[config.mk]
export PLATFORM = sky130hd
export DESIGN_NAME = accr_top
export DESIGN_NICKNAME = d
export VERILOG_FILES = /design/src/core/accr_pkg.sv /design/src/core/accr_divider.sv /design/src/core/accr_pipeline.sv /design/src/core/accr_top.sv
export SDC_FILE = /design/constraint.sdc
export NUM_CORES = 1
export LEC_CHECK = 0
export BUFFER_PORTS_ARGS = -buffer_cell sky130_fd_sc_hd__buf_2
export CAP_MARGIN = 20
export CORE_ASPECT_RATIO = 1.1
export CORE_MARGIN = 2
export CORE_UTILIZATION = 25
export CTS_CLUSTER_DIAMETER = 200
export DETAILED_ROUTE_END_ITERATION = 8
export HOLD_SLACK_MARGIN = 0.02
export SLEW_MARGIN = 20
export SYNTH_ARGS = -nofsm -noshare
export SYNTH_HDL_FRONTEND = slang
export SYNTH_HIERARCHICAL = 1
export SYNTH_SLANG_ARGS = --single-unit
[constraint.sdc]
create_clock -name ref_clk -period 9 [get_ports ref_clk]
set_input_delay 1.8 -clock ref_clk [delete_from_list [all_inputs] [get_ports ref_clk]]
set_output_delay 1.8 -clock ref_clk [all_outputs]
set_load 0.01 [all_outputs]
[src/core/accr_pkg.sv]
// Shared constants, types and decode functions of the calibration and
// reset control block. Assumes one 50 MHz sample clock for all users.
package accr_pkg;

  // ---------------------------------------------------------------
  // Timing
  // ---------------------------------------------------------------
  localparam int CLK_PERIOD_NS = 20;
  localparam int CAL_TIME_MS = 200;
  localparam int CAL_MAX_MS = 550;
  // Nominal calibration length in clock cycles
  localparam int unsigned CAL_CYCLES =
    (CAL_TIME_MS * 1000000) / CLK_PERIOD_NS;
  localparam int DLL_LOCK_NS = 52000;
  // Longest lock time rounds down, in sample periods at full rate
  localparam int DLL_LOCK_SAMPLES = DLL_LOCK_NS / CLK_PERIOD_NS;
  localparam int PIPE_LATENCY = 10;
  localparam logic [7:0] POR_HOLD_CYCLES = 8'h10;

  // ---------------------------------------------------------------
  // Data and register map
  // ---------------------------------------------------------------
  localparam int DATA_W = 16;
  localparam logic [DATA_W-1:0] CAL_PATTERN = 16'hCCCC;
  localparam logic [7:0] CAL_STATE_ADDR = 8'hB6;
  localparam logic [7:0] CLK_CFG_ADDR = 8'h72;
  localparam logic [7:0] REG_ZERO = 8'h00;
  localparam int CAL_DONE_BIT = 0;
  localparam int CFG_DLL_SLOW_BIT = 0;
  localparam int CFG_RATIO_LSB = 1;
  localparam int CFG_OVR_BIT = 3;
  localparam int CFG_SLIP_BIT = 4;

  // Divide ratio codes; 2'b11 is illegal and falls back to divide by one
  typedef enum logic [1:0] {
    ACCR_DIV1 = 2'b00,
    ACCR_DIV2 = 2'b01,
    ACCR_DIV4 = 2'b10
  } accr_ratio_t;

  // Tri-level pin as seen through its two comparators
  localparam logic [1:0] PIN_GND = 2'b00;
  localparam logic [1:0] PIN_FLOAT = 2'b01;
  localparam logic [1:0] PIN_HIGH = 2'b10;

  typedef enum logic [2:0] {
    ST_POR_WAIT = 3'b000,
    ST_POR_HOLD = 3'b001,
    ST_PIN_LOW = 3'b010,
    ST_CALIB = 3'b011,
    ST_RUN = 3'b100
  } accr_state_t;

  typedef struct packed {
    logic ovr_en;
    accr_ratio_t ovr_ratio;
    logic dll_slow_range;
  } accr_cfg_t;

  localparam accr_cfg_t CFG_RESET = '{1'b0, ACCR_DIV1, 1'b0};

  typedef struct packed {
    logic rd_en;
    logic wr_en;
    logic [7:0] addr;
    logic [7:0] wdata;
  } accr_reg_req_t;

  // Tri-level pin decode
  function automatic accr_ratio_t pin_to_ratio(input logic [1:0] lvl);
    accr_ratio_t r;
    r = ACCR_DIV1;
    if (lvl == PIN_GND) r = ACCR_DIV2;
    else if (lvl == PIN_HIGH) r = ACCR_DIV4;
    return r;
  endfunction

  // Last count value of the divider for a ratio
  function automatic logic [1:0] ratio_last(input accr_ratio_t r);
    logic [1:0] l;
    l = 2'h0;
    if (r == ACCR_DIV2) l = 2'h1;
    else if (r == ACCR_DIV4) l = 2'h3;
    return l;
  endfunction

endpackage

[src/core/accr_divider.sv]
// Input clock divider producing the sample enable pulse.
// Assumes ratio, clear and slip come from logic on ref_clk.
`timescale 1ns/10ps
module accr_divider
  import accr_pkg::*;
(
  input wire logic ref_clk,
  input wire logic rst_n,
  input accr_ratio_t ratio,
  input wire logic sync_clr,
  input wire logic slip,
  output logic sample_en
);

  logic [1:0] cnt_q;
  logic [1:0] cnt_d;
  logic [1:0] last;
  logic at_last;

  // ---------------------------------------------------------------
  // Count decode
  // ---------------------------------------------------------------
  assign last = ratio_last(ratio);
  assign at_last = (cnt_q >= last);
  // A slip holds the count one input cycle, moving the phase by one
  assign cnt_d = sync_clr ? 2'h0 :
                 slip ? cnt_q :
                 at_last ? 2'h0 : cnt_q + 2'h1;
  assign sample_en = at_last & ~slip & ~sync_clr;

  // Divider counter
  always_ff @(posedge ref_clk or negedge rst_n) begin
    if (!rst_n) begin
      cnt_q <= 2'h0;
    end else begin
      cnt_q <= cnt_d;
    end
  end

endmodule

[src/core/accr_pipeline.sv]
// Fixed-latency conversion pipeline, one stage per sample enable.
// Assumes data and enable are on ref_clk.
`timescale 1ns/10ps
module accr_pipeline
  import accr_pkg::*;
(
  input wire logic ref_clk,
  input wire logic rst_n,
  input wire logic en,
  input wire logic [DATA_W-1:0] din,
  output logic [DATA_W-1:0] dout
);

  logic [DATA_W-1:0] stage_q [PIPE_LATENCY];

  // ---------------------------------------------------------------
  // Shift chain
  // ---------------------------------------------------------------
  always_ff @(posedge ref_clk or negedge rst_n) begin
    if (!rst_n) begin
      for (int i = 0; i < PIPE_LATENCY; i++) begin
        stage_q[i] <= '0;
      end
    end else if (en) begin
      stage_q[0] <= din;
      for (int i = 1; i < PIPE_LATENCY; i++) begin
        stage_q[i] <= stage_q[i-1];
      end
    end
  end

  // Oldest stage is the output, a full latency after entry
  assign dout = stage_q[PIPE_LATENCY-1];

endmodule

[src/core/accr_top.sv]
// Calibration, reset and sample clock control of a pipelined converter.
// Assumes pins come from outside the clock domain and the register
// request port from an on-chip serial decoder on ref_clk.
//
// Summary of operation
// - Samples leave the outputs ten sample cycles after conversion starts; here eleven, counting the output register.
// - Power-on reset starts calibration once both supplies are good.
// - Device holds the reset pin low during power-on, then releases it.
// - Calibration begins on the rising edge of the reset pin.
// - Status bit zero at 0xB6 reads zero while calibrating, one after.
// - Data outputs show 0xCCCC while calibration runs.
// - Output clock stays low while the reset pin is low.
// - Output clock resumes at the next sample edge after release.
// - Calibration takes 200 ms nominal, never beyond 550 ms.
// - Divider select pin: ground two, floating one, high four.
// - A register-written divide ratio overrides the select pin.
// - Delay-locked loop relocks within 52 us, scaling with sample rate.
// - Loop has slow range 40-100 MSPS and default fast range above.
// - Phase slip aligns converters while the divider is active.
// - Output clock runs at half the sample rate.
`timescale 1ns/10ps
module accr_top
  import accr_pkg::*;
#(
  parameter int unsigned CAL_CYCLES_P = CAL_CYCLES
)
(
  input wire logic ref_clk,
  input wire logic rst_n,
  input wire logic analog_supply_ok,
  input wire logic digital_supply_ok,
  input wire logic calibrate_reset_n_in,
  output logic calibrate_reset_n_out,
  output logic calibrate_reset_n_oe,
  input wire logic [1:0] divider_select_pin,
  input wire logic divider_sync_reset,
  input accr_reg_req_t reg_req,
  output logic [7:0] reg_rdata,
  input wire logic [DATA_W-1:0] conv_data,
  output logic [DATA_W-1:0] data_out,
  output logic output_clock_pair_p,
  output logic output_clock_pair_n,
  output logic cal_done,
  output logic dll_locked,
  output logic dll_fast_range
);

  // ---------------------------------------------------------------
  // Pin synchronisers
  // ---------------------------------------------------------------
  logic [1:0] sup_s1_q;
  logic [1:0] sup_s2_q;
  logic rpin_s1_q;
  logic rpin_s2_q;
  logic rpin_s3_q;
  logic [1:0] sel_s1_q;
  logic [1:0] sel_s2_q;
  logic dsr_s1_q;
  logic dsr_s2_q;
  logic dsr_s3_q;

  // Two flops per pin; the third flops only feed edge detectors
  always_ff @(posedge ref_clk or negedge rst_n) begin
    if (!rst_n) begin
      sup_s1_q <= 2'h0;
      sup_s2_q <= 2'h0;
      rpin_s1_q <= 1'b0;
      rpin_s2_q <= 1'b0;
      rpin_s3_q <= 1'b0;
      sel_s1_q <= PIN_FLOAT;
      sel_s2_q <= PIN_FLOAT;
      dsr_s1_q <= 1'b0;
      dsr_s2_q <= 1'b0;
      dsr_s3_q <= 1'b0;
    end else begin
      sup_s1_q <= {analog_supply_ok, digital_supply_ok};
      sup_s2_q <= sup_s1_q;
      rpin_s1_q <= calibrate_reset_n_in;
      rpin_s2_q <= rpin_s1_q;
      rpin_s3_q <= rpin_s2_q;
      sel_s1_q <= divider_select_pin;
      sel_s2_q <= sel_s1_q;
      dsr_s1_q <= divider_sync_reset;
      dsr_s2_q <= dsr_s1_q;
      dsr_s3_q <= dsr_s2_q;
    end
  end

  // ---------------------------------------------------------------
  // Decode of pins and register requests
  // ---------------------------------------------------------------
  accr_state_t state_q;
  accr_state_t state_d;
  accr_cfg_t cfg_q;
  logic por_cal_q;
  logic cal_done_q;
  logic [7:0] hold_cnt_q;
  logic [31:0] cal_cnt_q;
  logic supplies_ok;
  logic pin_low;
  logic pin_rise;
  logic sync_rise;
  logic hold_done;
  logic cal_end;
  logic cfg_hit;
  logic cfg_wr;
  logic slip;
  logic sample_en;
  accr_ratio_t ratio;
  accr_ratio_t ratio_prev_q;
  logic [7:0] rd_word;

  // Supplies must both be good before calibration may start
  assign supplies_ok = &sup_s2_q;
  assign pin_low = ~rpin_s2_q;
  assign pin_rise = rpin_s2_q & ~rpin_s3_q;
  assign sync_rise = dsr_s2_q & ~dsr_s3_q;
  assign hold_done = (hold_cnt_q == POR_HOLD_CYCLES - 8'h01);
  assign cal_end = (cal_cnt_q == CAL_CYCLES_P - 32'd1);

  // Register written ratio wins over the select pin
  assign ratio = cfg_q.ovr_en ? cfg_q.ovr_ratio :
                 pin_to_ratio(sel_s2_q);

  // Writes during power-on calibration are dropped, not queued
  assign cfg_hit = (reg_req.addr == CLK_CFG_ADDR);
  assign cfg_wr = reg_req.wr_en & cfg_hit & ~por_cal_q;
  // Slip only means something while a divide ratio is in force
  assign slip = cfg_wr & reg_req.wdata[CFG_SLIP_BIT] &
                (ratio != ACCR_DIV1);

  // Read data selection; unmapped addresses read zero
  assign rd_word =
    (reg_req.addr == CAL_STATE_ADDR) ?
      {7'h00, cal_done_q} :
    cfg_hit ? {4'h0, cfg_q} : REG_ZERO;

  // ---------------------------------------------------------------
  // Sequencer
  // ---------------------------------------------------------------
  // Pin low forces a restart from any running state
  always_comb begin
    state_d = state_q;
    unique case (state_q)
      ST_POR_WAIT: begin
        if (supplies_ok) state_d = ST_POR_HOLD;
      end
      ST_POR_HOLD: begin
        if (hold_done) state_d = ST_PIN_LOW;
      end
      ST_PIN_LOW: begin
        if (pin_rise) state_d = ST_CALIB;
      end
      ST_CALIB: begin
        if (pin_low) state_d = ST_PIN_LOW;
        else if (cal_end) state_d = ST_RUN;
      end
      ST_RUN: begin
        if (pin_low) state_d = ST_PIN_LOW;
      end
      default: state_d = ST_POR_WAIT;
    endcase
  end

  // State and counters
  always_ff @(posedge ref_clk or negedge rst_n) begin
    if (!rst_n) begin
      state_q <= ST_POR_WAIT;
      hold_cnt_q <= 8'h00;
      cal_cnt_q <= 32'd0;
    end else begin
      state_q <= state_d;
      hold_cnt_q <= (state_q == ST_POR_HOLD) ?
                    hold_cnt_q + 8'h01 : 8'h00;
      cal_cnt_q <= (state_q == ST_CALIB && !pin_low) ?
                   cal_cnt_q + 32'd1 : 32'd0;
    end
  end

  // Done flag: cleared by the pin, set only when counting completes
  always_ff @(posedge ref_clk or negedge rst_n) begin
    if (!rst_n) begin
      cal_done_q <= 1'b0;
      por_cal_q <= 1'b1;
    end else begin
      if (pin_low) cal_done_q <= 1'b0;
      else if (state_q == ST_CALIB && cal_end) cal_done_q <= 1'b1;
      if (state_q == ST_RUN) por_cal_q <= 1'b0;
    end
  end

  // Device pulls the shared reset pin low only during power-on
  assign calibrate_reset_n_out = 1'b0;
  assign calibrate_reset_n_oe = (state_q == ST_POR_WAIT) ||
                                (state_q == ST_POR_HOLD);

  // ---------------------------------------------------------------
  // Configuration and read-back registers
  // ---------------------------------------------------------------
  always_ff @(posedge ref_clk or negedge rst_n) begin
    if (!rst_n) begin
      cfg_q <= CFG_RESET;
      reg_rdata <= REG_ZERO;
    end else begin
      if (cfg_wr) begin
        cfg_q.ovr_en <= reg_req.wdata[CFG_OVR_BIT];
        cfg_q.ovr_ratio <=
          accr_ratio_t'(reg_req.wdata[CFG_RATIO_LSB +: 2]);
        cfg_q.dll_slow_range <= reg_req.wdata[CFG_DLL_SLOW_BIT];
      end
      if (reg_req.rd_en) reg_rdata <= rd_word;
    end
  end

  assign cal_done = cal_done_q;
  // Fast range is the reset default; slow range by register
  assign dll_fast_range = ~cfg_q.dll_slow_range;

  // ---------------------------------------------------------------
  // Sample clock divider and lock tracking
  // ---------------------------------------------------------------
  accr_divider u_div (
    .ref_clk(ref_clk),
    .rst_n(rst_n),
    .ratio(ratio),
    .sync_clr(sync_rise),
    .slip(slip),
    .sample_en(sample_en)
  );

  logic [11:0] lock_cnt_q;
  logic relock;
  logic lock_reached;

  // Any ratio change or divider resync restarts the lock wait
  assign relock = (ratio != ratio_prev_q) | sync_rise;
  // Counted in sample periods, so slower rates lock later in time
  assign lock_reached = (lock_cnt_q == 12'(DLL_LOCK_SAMPLES));

  always_ff @(posedge ref_clk or negedge rst_n) begin
    if (!rst_n) begin
      ratio_prev_q <= ACCR_DIV1;
      lock_cnt_q <= 12'h000;
    end else begin
      ratio_prev_q <= ratio;
      if (relock) lock_cnt_q <= 12'h000;
      else if (sample_en && !lock_reached) lock_cnt_q <= lock_cnt_q + 12'h001;
    end
  end

  assign dll_locked = lock_reached & ~relock;

  // ---------------------------------------------------------------
  // Data path and output clock
  // ---------------------------------------------------------------
  logic [DATA_W-1:0] pipe_out;
  logic [DATA_W-1:0] data_q;
  logic oclk_p_q;
  logic oclk_n_q;
  logic oclk_run;

  accr_pipeline u_pipe (
    .ref_clk(ref_clk),
    .rst_n(rst_n),
    .en(sample_en),
    .din(conv_data),
    .dout(pipe_out)
  );

  // Pattern instead of samples until calibration has finished
  always_ff @(posedge ref_clk or negedge rst_n) begin
    if (!rst_n) begin
      data_q <= CAL_PATTERN;
    end else if (sample_en) begin
      data_q <= (state_q == ST_RUN) ? pipe_out : CAL_PATTERN;
    end
  end

  assign data_out = data_q;

  // Clock runs in calibration and normal operation, held low otherwise
  assign oclk_run = ~pin_low &&
    (state_q == ST_CALIB || state_q == ST_RUN);

  // Toggle per sample gives half the sample rate; resync sets phase
  always_ff @(posedge ref_clk or negedge rst_n) begin
    if (!rst_n) begin
      oclk_p_q <= 1'b0;
      oclk_n_q <= 1'b1;
    end else if (!oclk_run || sync_rise) begin
      oclk_p_q <= 1'b0;
      oclk_n_q <= 1'b1;
    end else if (sample_en) begin
      oclk_p_q <= ~oclk_p_q;
      oclk_n_q <= oclk_p_q;
    end
  end

  assign output_clock_pair_p = oclk_p_q;
  assign output_clock_pair_n = oclk_n_q;

endmodule

==> impl_metrics.yaml <==
timing:
  min_period_ps: 4170
  setup_tns_ps: 0
  max_freq_mhz: 240
  hold_viol: 0
  period_share_pct: 46.4
  drv_slew: 0
  setup_slack_ps: 4830
  worstMarginPinSlew_ps: 1060
  skew_ps: 9.06
  timing.hold.ws_ps: 353
  slew_headroom_pct: 29.3
  grt_setup_unrepaired: "no"
  setup_viol: 0
yosys:
  async_reset_ff_share_pct: 100
  yosysUniqueCellTypes: 62
  avgSynthCellArea_um2: 13.7
  ys.flop_type: "dfrtp_1"
  synthTopCellsByArea: "dfrtp_1 (58%), mux2_2 (16%), dfstp_2 (2.9%), buf_4 (1.5%), buf_6 (1.3%)"
  synth_edf_count: 0
  synth_top_cell_area_share_pct: 57.7
  ys_ff_latch: 261
  ys_warn_count: 6
  mappedNetlistArea_um2: 10800
  ys_seq_area_share_pct: 60.6
  yosys.area.top_type: "dfrtp_1"
  netlist_instances: 791
place:
  gp_routability_congestion: 0.764
  pre_cts_ws_ps: 3990
  hpwl_um: 11500
  io_buffers: 64
cts:
  clk_pin_slew_worst_paths_ps: 60
  cts_tree: "yes"
  cts_setup_buffers: 0
  cts.sinks: 261
  holdBufCountCts: 0
  cts_max_path_buffers: 3
  cts_resized: 0
  htreeDepth: 1
  cts_buffers: 26
  worstSkewPairLatency_ps: 550
  cts-root-buf: "clkbuf_16"
outcome:
  outcome: "complete, no violations"
power:
  cellPowerDensity_nw_per_um2: 283
  internal_power_mw: 2.63
  ir_worst_vdd_v: 0.000194
  pwr-share-clk_pct: 31.5
  seq_power_share_pct: 49.4
  switching_share_pct: 25.1
  p_comb_share_pct: 19.1
  switching_power_mw: 0.883
  power.leakage_nw: 5.19
setup_path:
  arrival_ps: 4610
  required_ps: 9440
  start_kind: "primary input"
  critPathCaptureType: "flop"
  worstPathMaxFanout: 174
  worst-setup-path-type: "primary input to flop"
layout:
  fill_cells: 4353
  layout-drive-gt1-share_pct: 33.8
  nets: 884
  final_common_cell: "dfrtp_1"
  area_delta_synth_final_pct: 14.9
  final_cell_mix: "dfrtp_1 (249), mux2_2 (153), buf_2 (63)"
  antenna_cells: 0
route:
  final_antenna_net_count: 0
  route.detailed.drc: 0
  via_count: 6236
  totalWireLength_um: 18600
  drt-initial-drc-count: 332
  drt-pass1-iter-count: 4
  vias_per_cell: 4.39
  routedWlPerCell_um: 13.1
global_routing:
  grt_max_degree: 175
  grt_pass1_vias: 6446
  globalRouteTotalUtil_pct: 8.51
  antenna_found_initial: 0
  grt_overflow: 0
  grt_pass1_wl_um: 32300
die:
  chipWidth_um: 202
  dieArea_um2: 44900
  boundaryPins: 73
  row_count: 79
  die_h_um: 222
  start_util_pct: 25.4
  core_um2: 42500
worst_hold_path:
  min_path_type: "flop to flop"
run:
  cap_violations: 0
-- final timing paths --
kind	slack (ps)	endpoint	cells after the start	startpoint
max	4830	lock_cnt_q[0]$_DFFE_PN0P_	10	reg_req[14]
min	350	sup_s2_q[0]$_DFF_PN0_	0	sup_s1_q[0]$_DFF_PN0_
max reg2reg	5010	lock_cnt_q[0]$_DFFE_PN0P_	14	cfg_q[3]$_DFFE_PN0P_
min reg2reg	350	sup_s2_q[0]$_DFF_PN0_	0	sup_s1_q[0]$_DFF_PN0_
max in group asynchronous	6350	sup_s1_q[0]$_DFF_PN0_	2	rst_n
min in group asynchronous	1250	u_pipe/stage_q[120]$_DFFE_PN0P_	1	rst_n
-- power groups by stage --
stage / combinational, mW / sequential, mW / clock, mW
detailed placement: 0.684 / 1.76 / 0
finish: 0.673 / 1.74 / 1.11
global route: 0.745 / 1.79 / 1.20
floorplan: 0.661 / 1.69 / 0
CTS: 0.686 / 1.74 / 1.15
global placement: 0.659 / 1.75 / 0
-- per-layer routing --
metal  track usage (%)  vias up  share of wire, %
met5                 0        -                 0
met4              1.91        0               1.8
met3              2.29       27               6.0
met2              13.3      114                44
met1              11.7     3165                48
li1                  -     2930                 -
-- registers in the layout, indices dropped and copies added (netlist names), 3 cells and up --
register / cells
data_out: 16
cal_cnt_q: 32
reg_rdata: 4
hold_cnt_q: 8
lock_cnt_q: 12
u_pipe/stage_q: 144
state_q: 3
cfg_q: 4
u_pipe/dout: 16
-- logic make-up (layout without fill, tap and decap cells) --
kind of cell               count (synthesis)  in the layout  synth area share, %
muxes                                    164            164                 17.1
adders and majority gates                  7              7                0.811
DFF                                      261            261                 60.6
other                                      1              5               0.0347
buffers and inverters                     69            128                 4.10
AOI/OAI and AO/OA                         85             85                 5.42
xor gates and xnor gates                  27             27                 2.19
and+or+nand+nor                          177            177                 9.74
-- critical path, cell delays in order --
cell,delay [ps]
buf_2,100
or3b_2,240
nor4_4,80
o211a_1,200
nor3_2,330
buf_12,510
clkinv_1,660
a31o_2,430
xnor2_1,140
nor2_1,60
-- metrics by stage --
stage	area [um^2]	instances	util, %	total power [mW]
floorplan	10800	795	-	2.36
global placement	11500	1374	27.1	2.41
detailed placement	11500	1374	27.1	2.45
CTS	12400	1421	29.2	3.58
global route	12400	1421	29.2	3.74
finish	12400	1421	29.2	3.51
-- layout make-up --
type                       count  area, um^2  area share, %
multi-input combinational    465        3830           30.9
tap                          567         709           5.71
sequential                   261        6550           52.7
clock inverter                10         131           1.06
inverter                      13        48.8          0.393
timing repair buffer          68         385           3.10
clock buffer                  37         762           6.14
-- synthesized netlist by cell type (all sizes together) (7+ instances only) --
master,count
dfrtp,249
mux2,163
buf,45
nor2,34
nand2,26
a21oi,25
nand3,18
nand4,16
xor2,14
o31ai,13
or4,13
xnor2,13
a22o,12
dfstp,12
inv,12
nor4,12
clkbuf,11
o21ai,10
and3,9
or3,9
o22a,8
and4,7
ha,7
No activity file was read; power rests on OpenSTA's default activity.
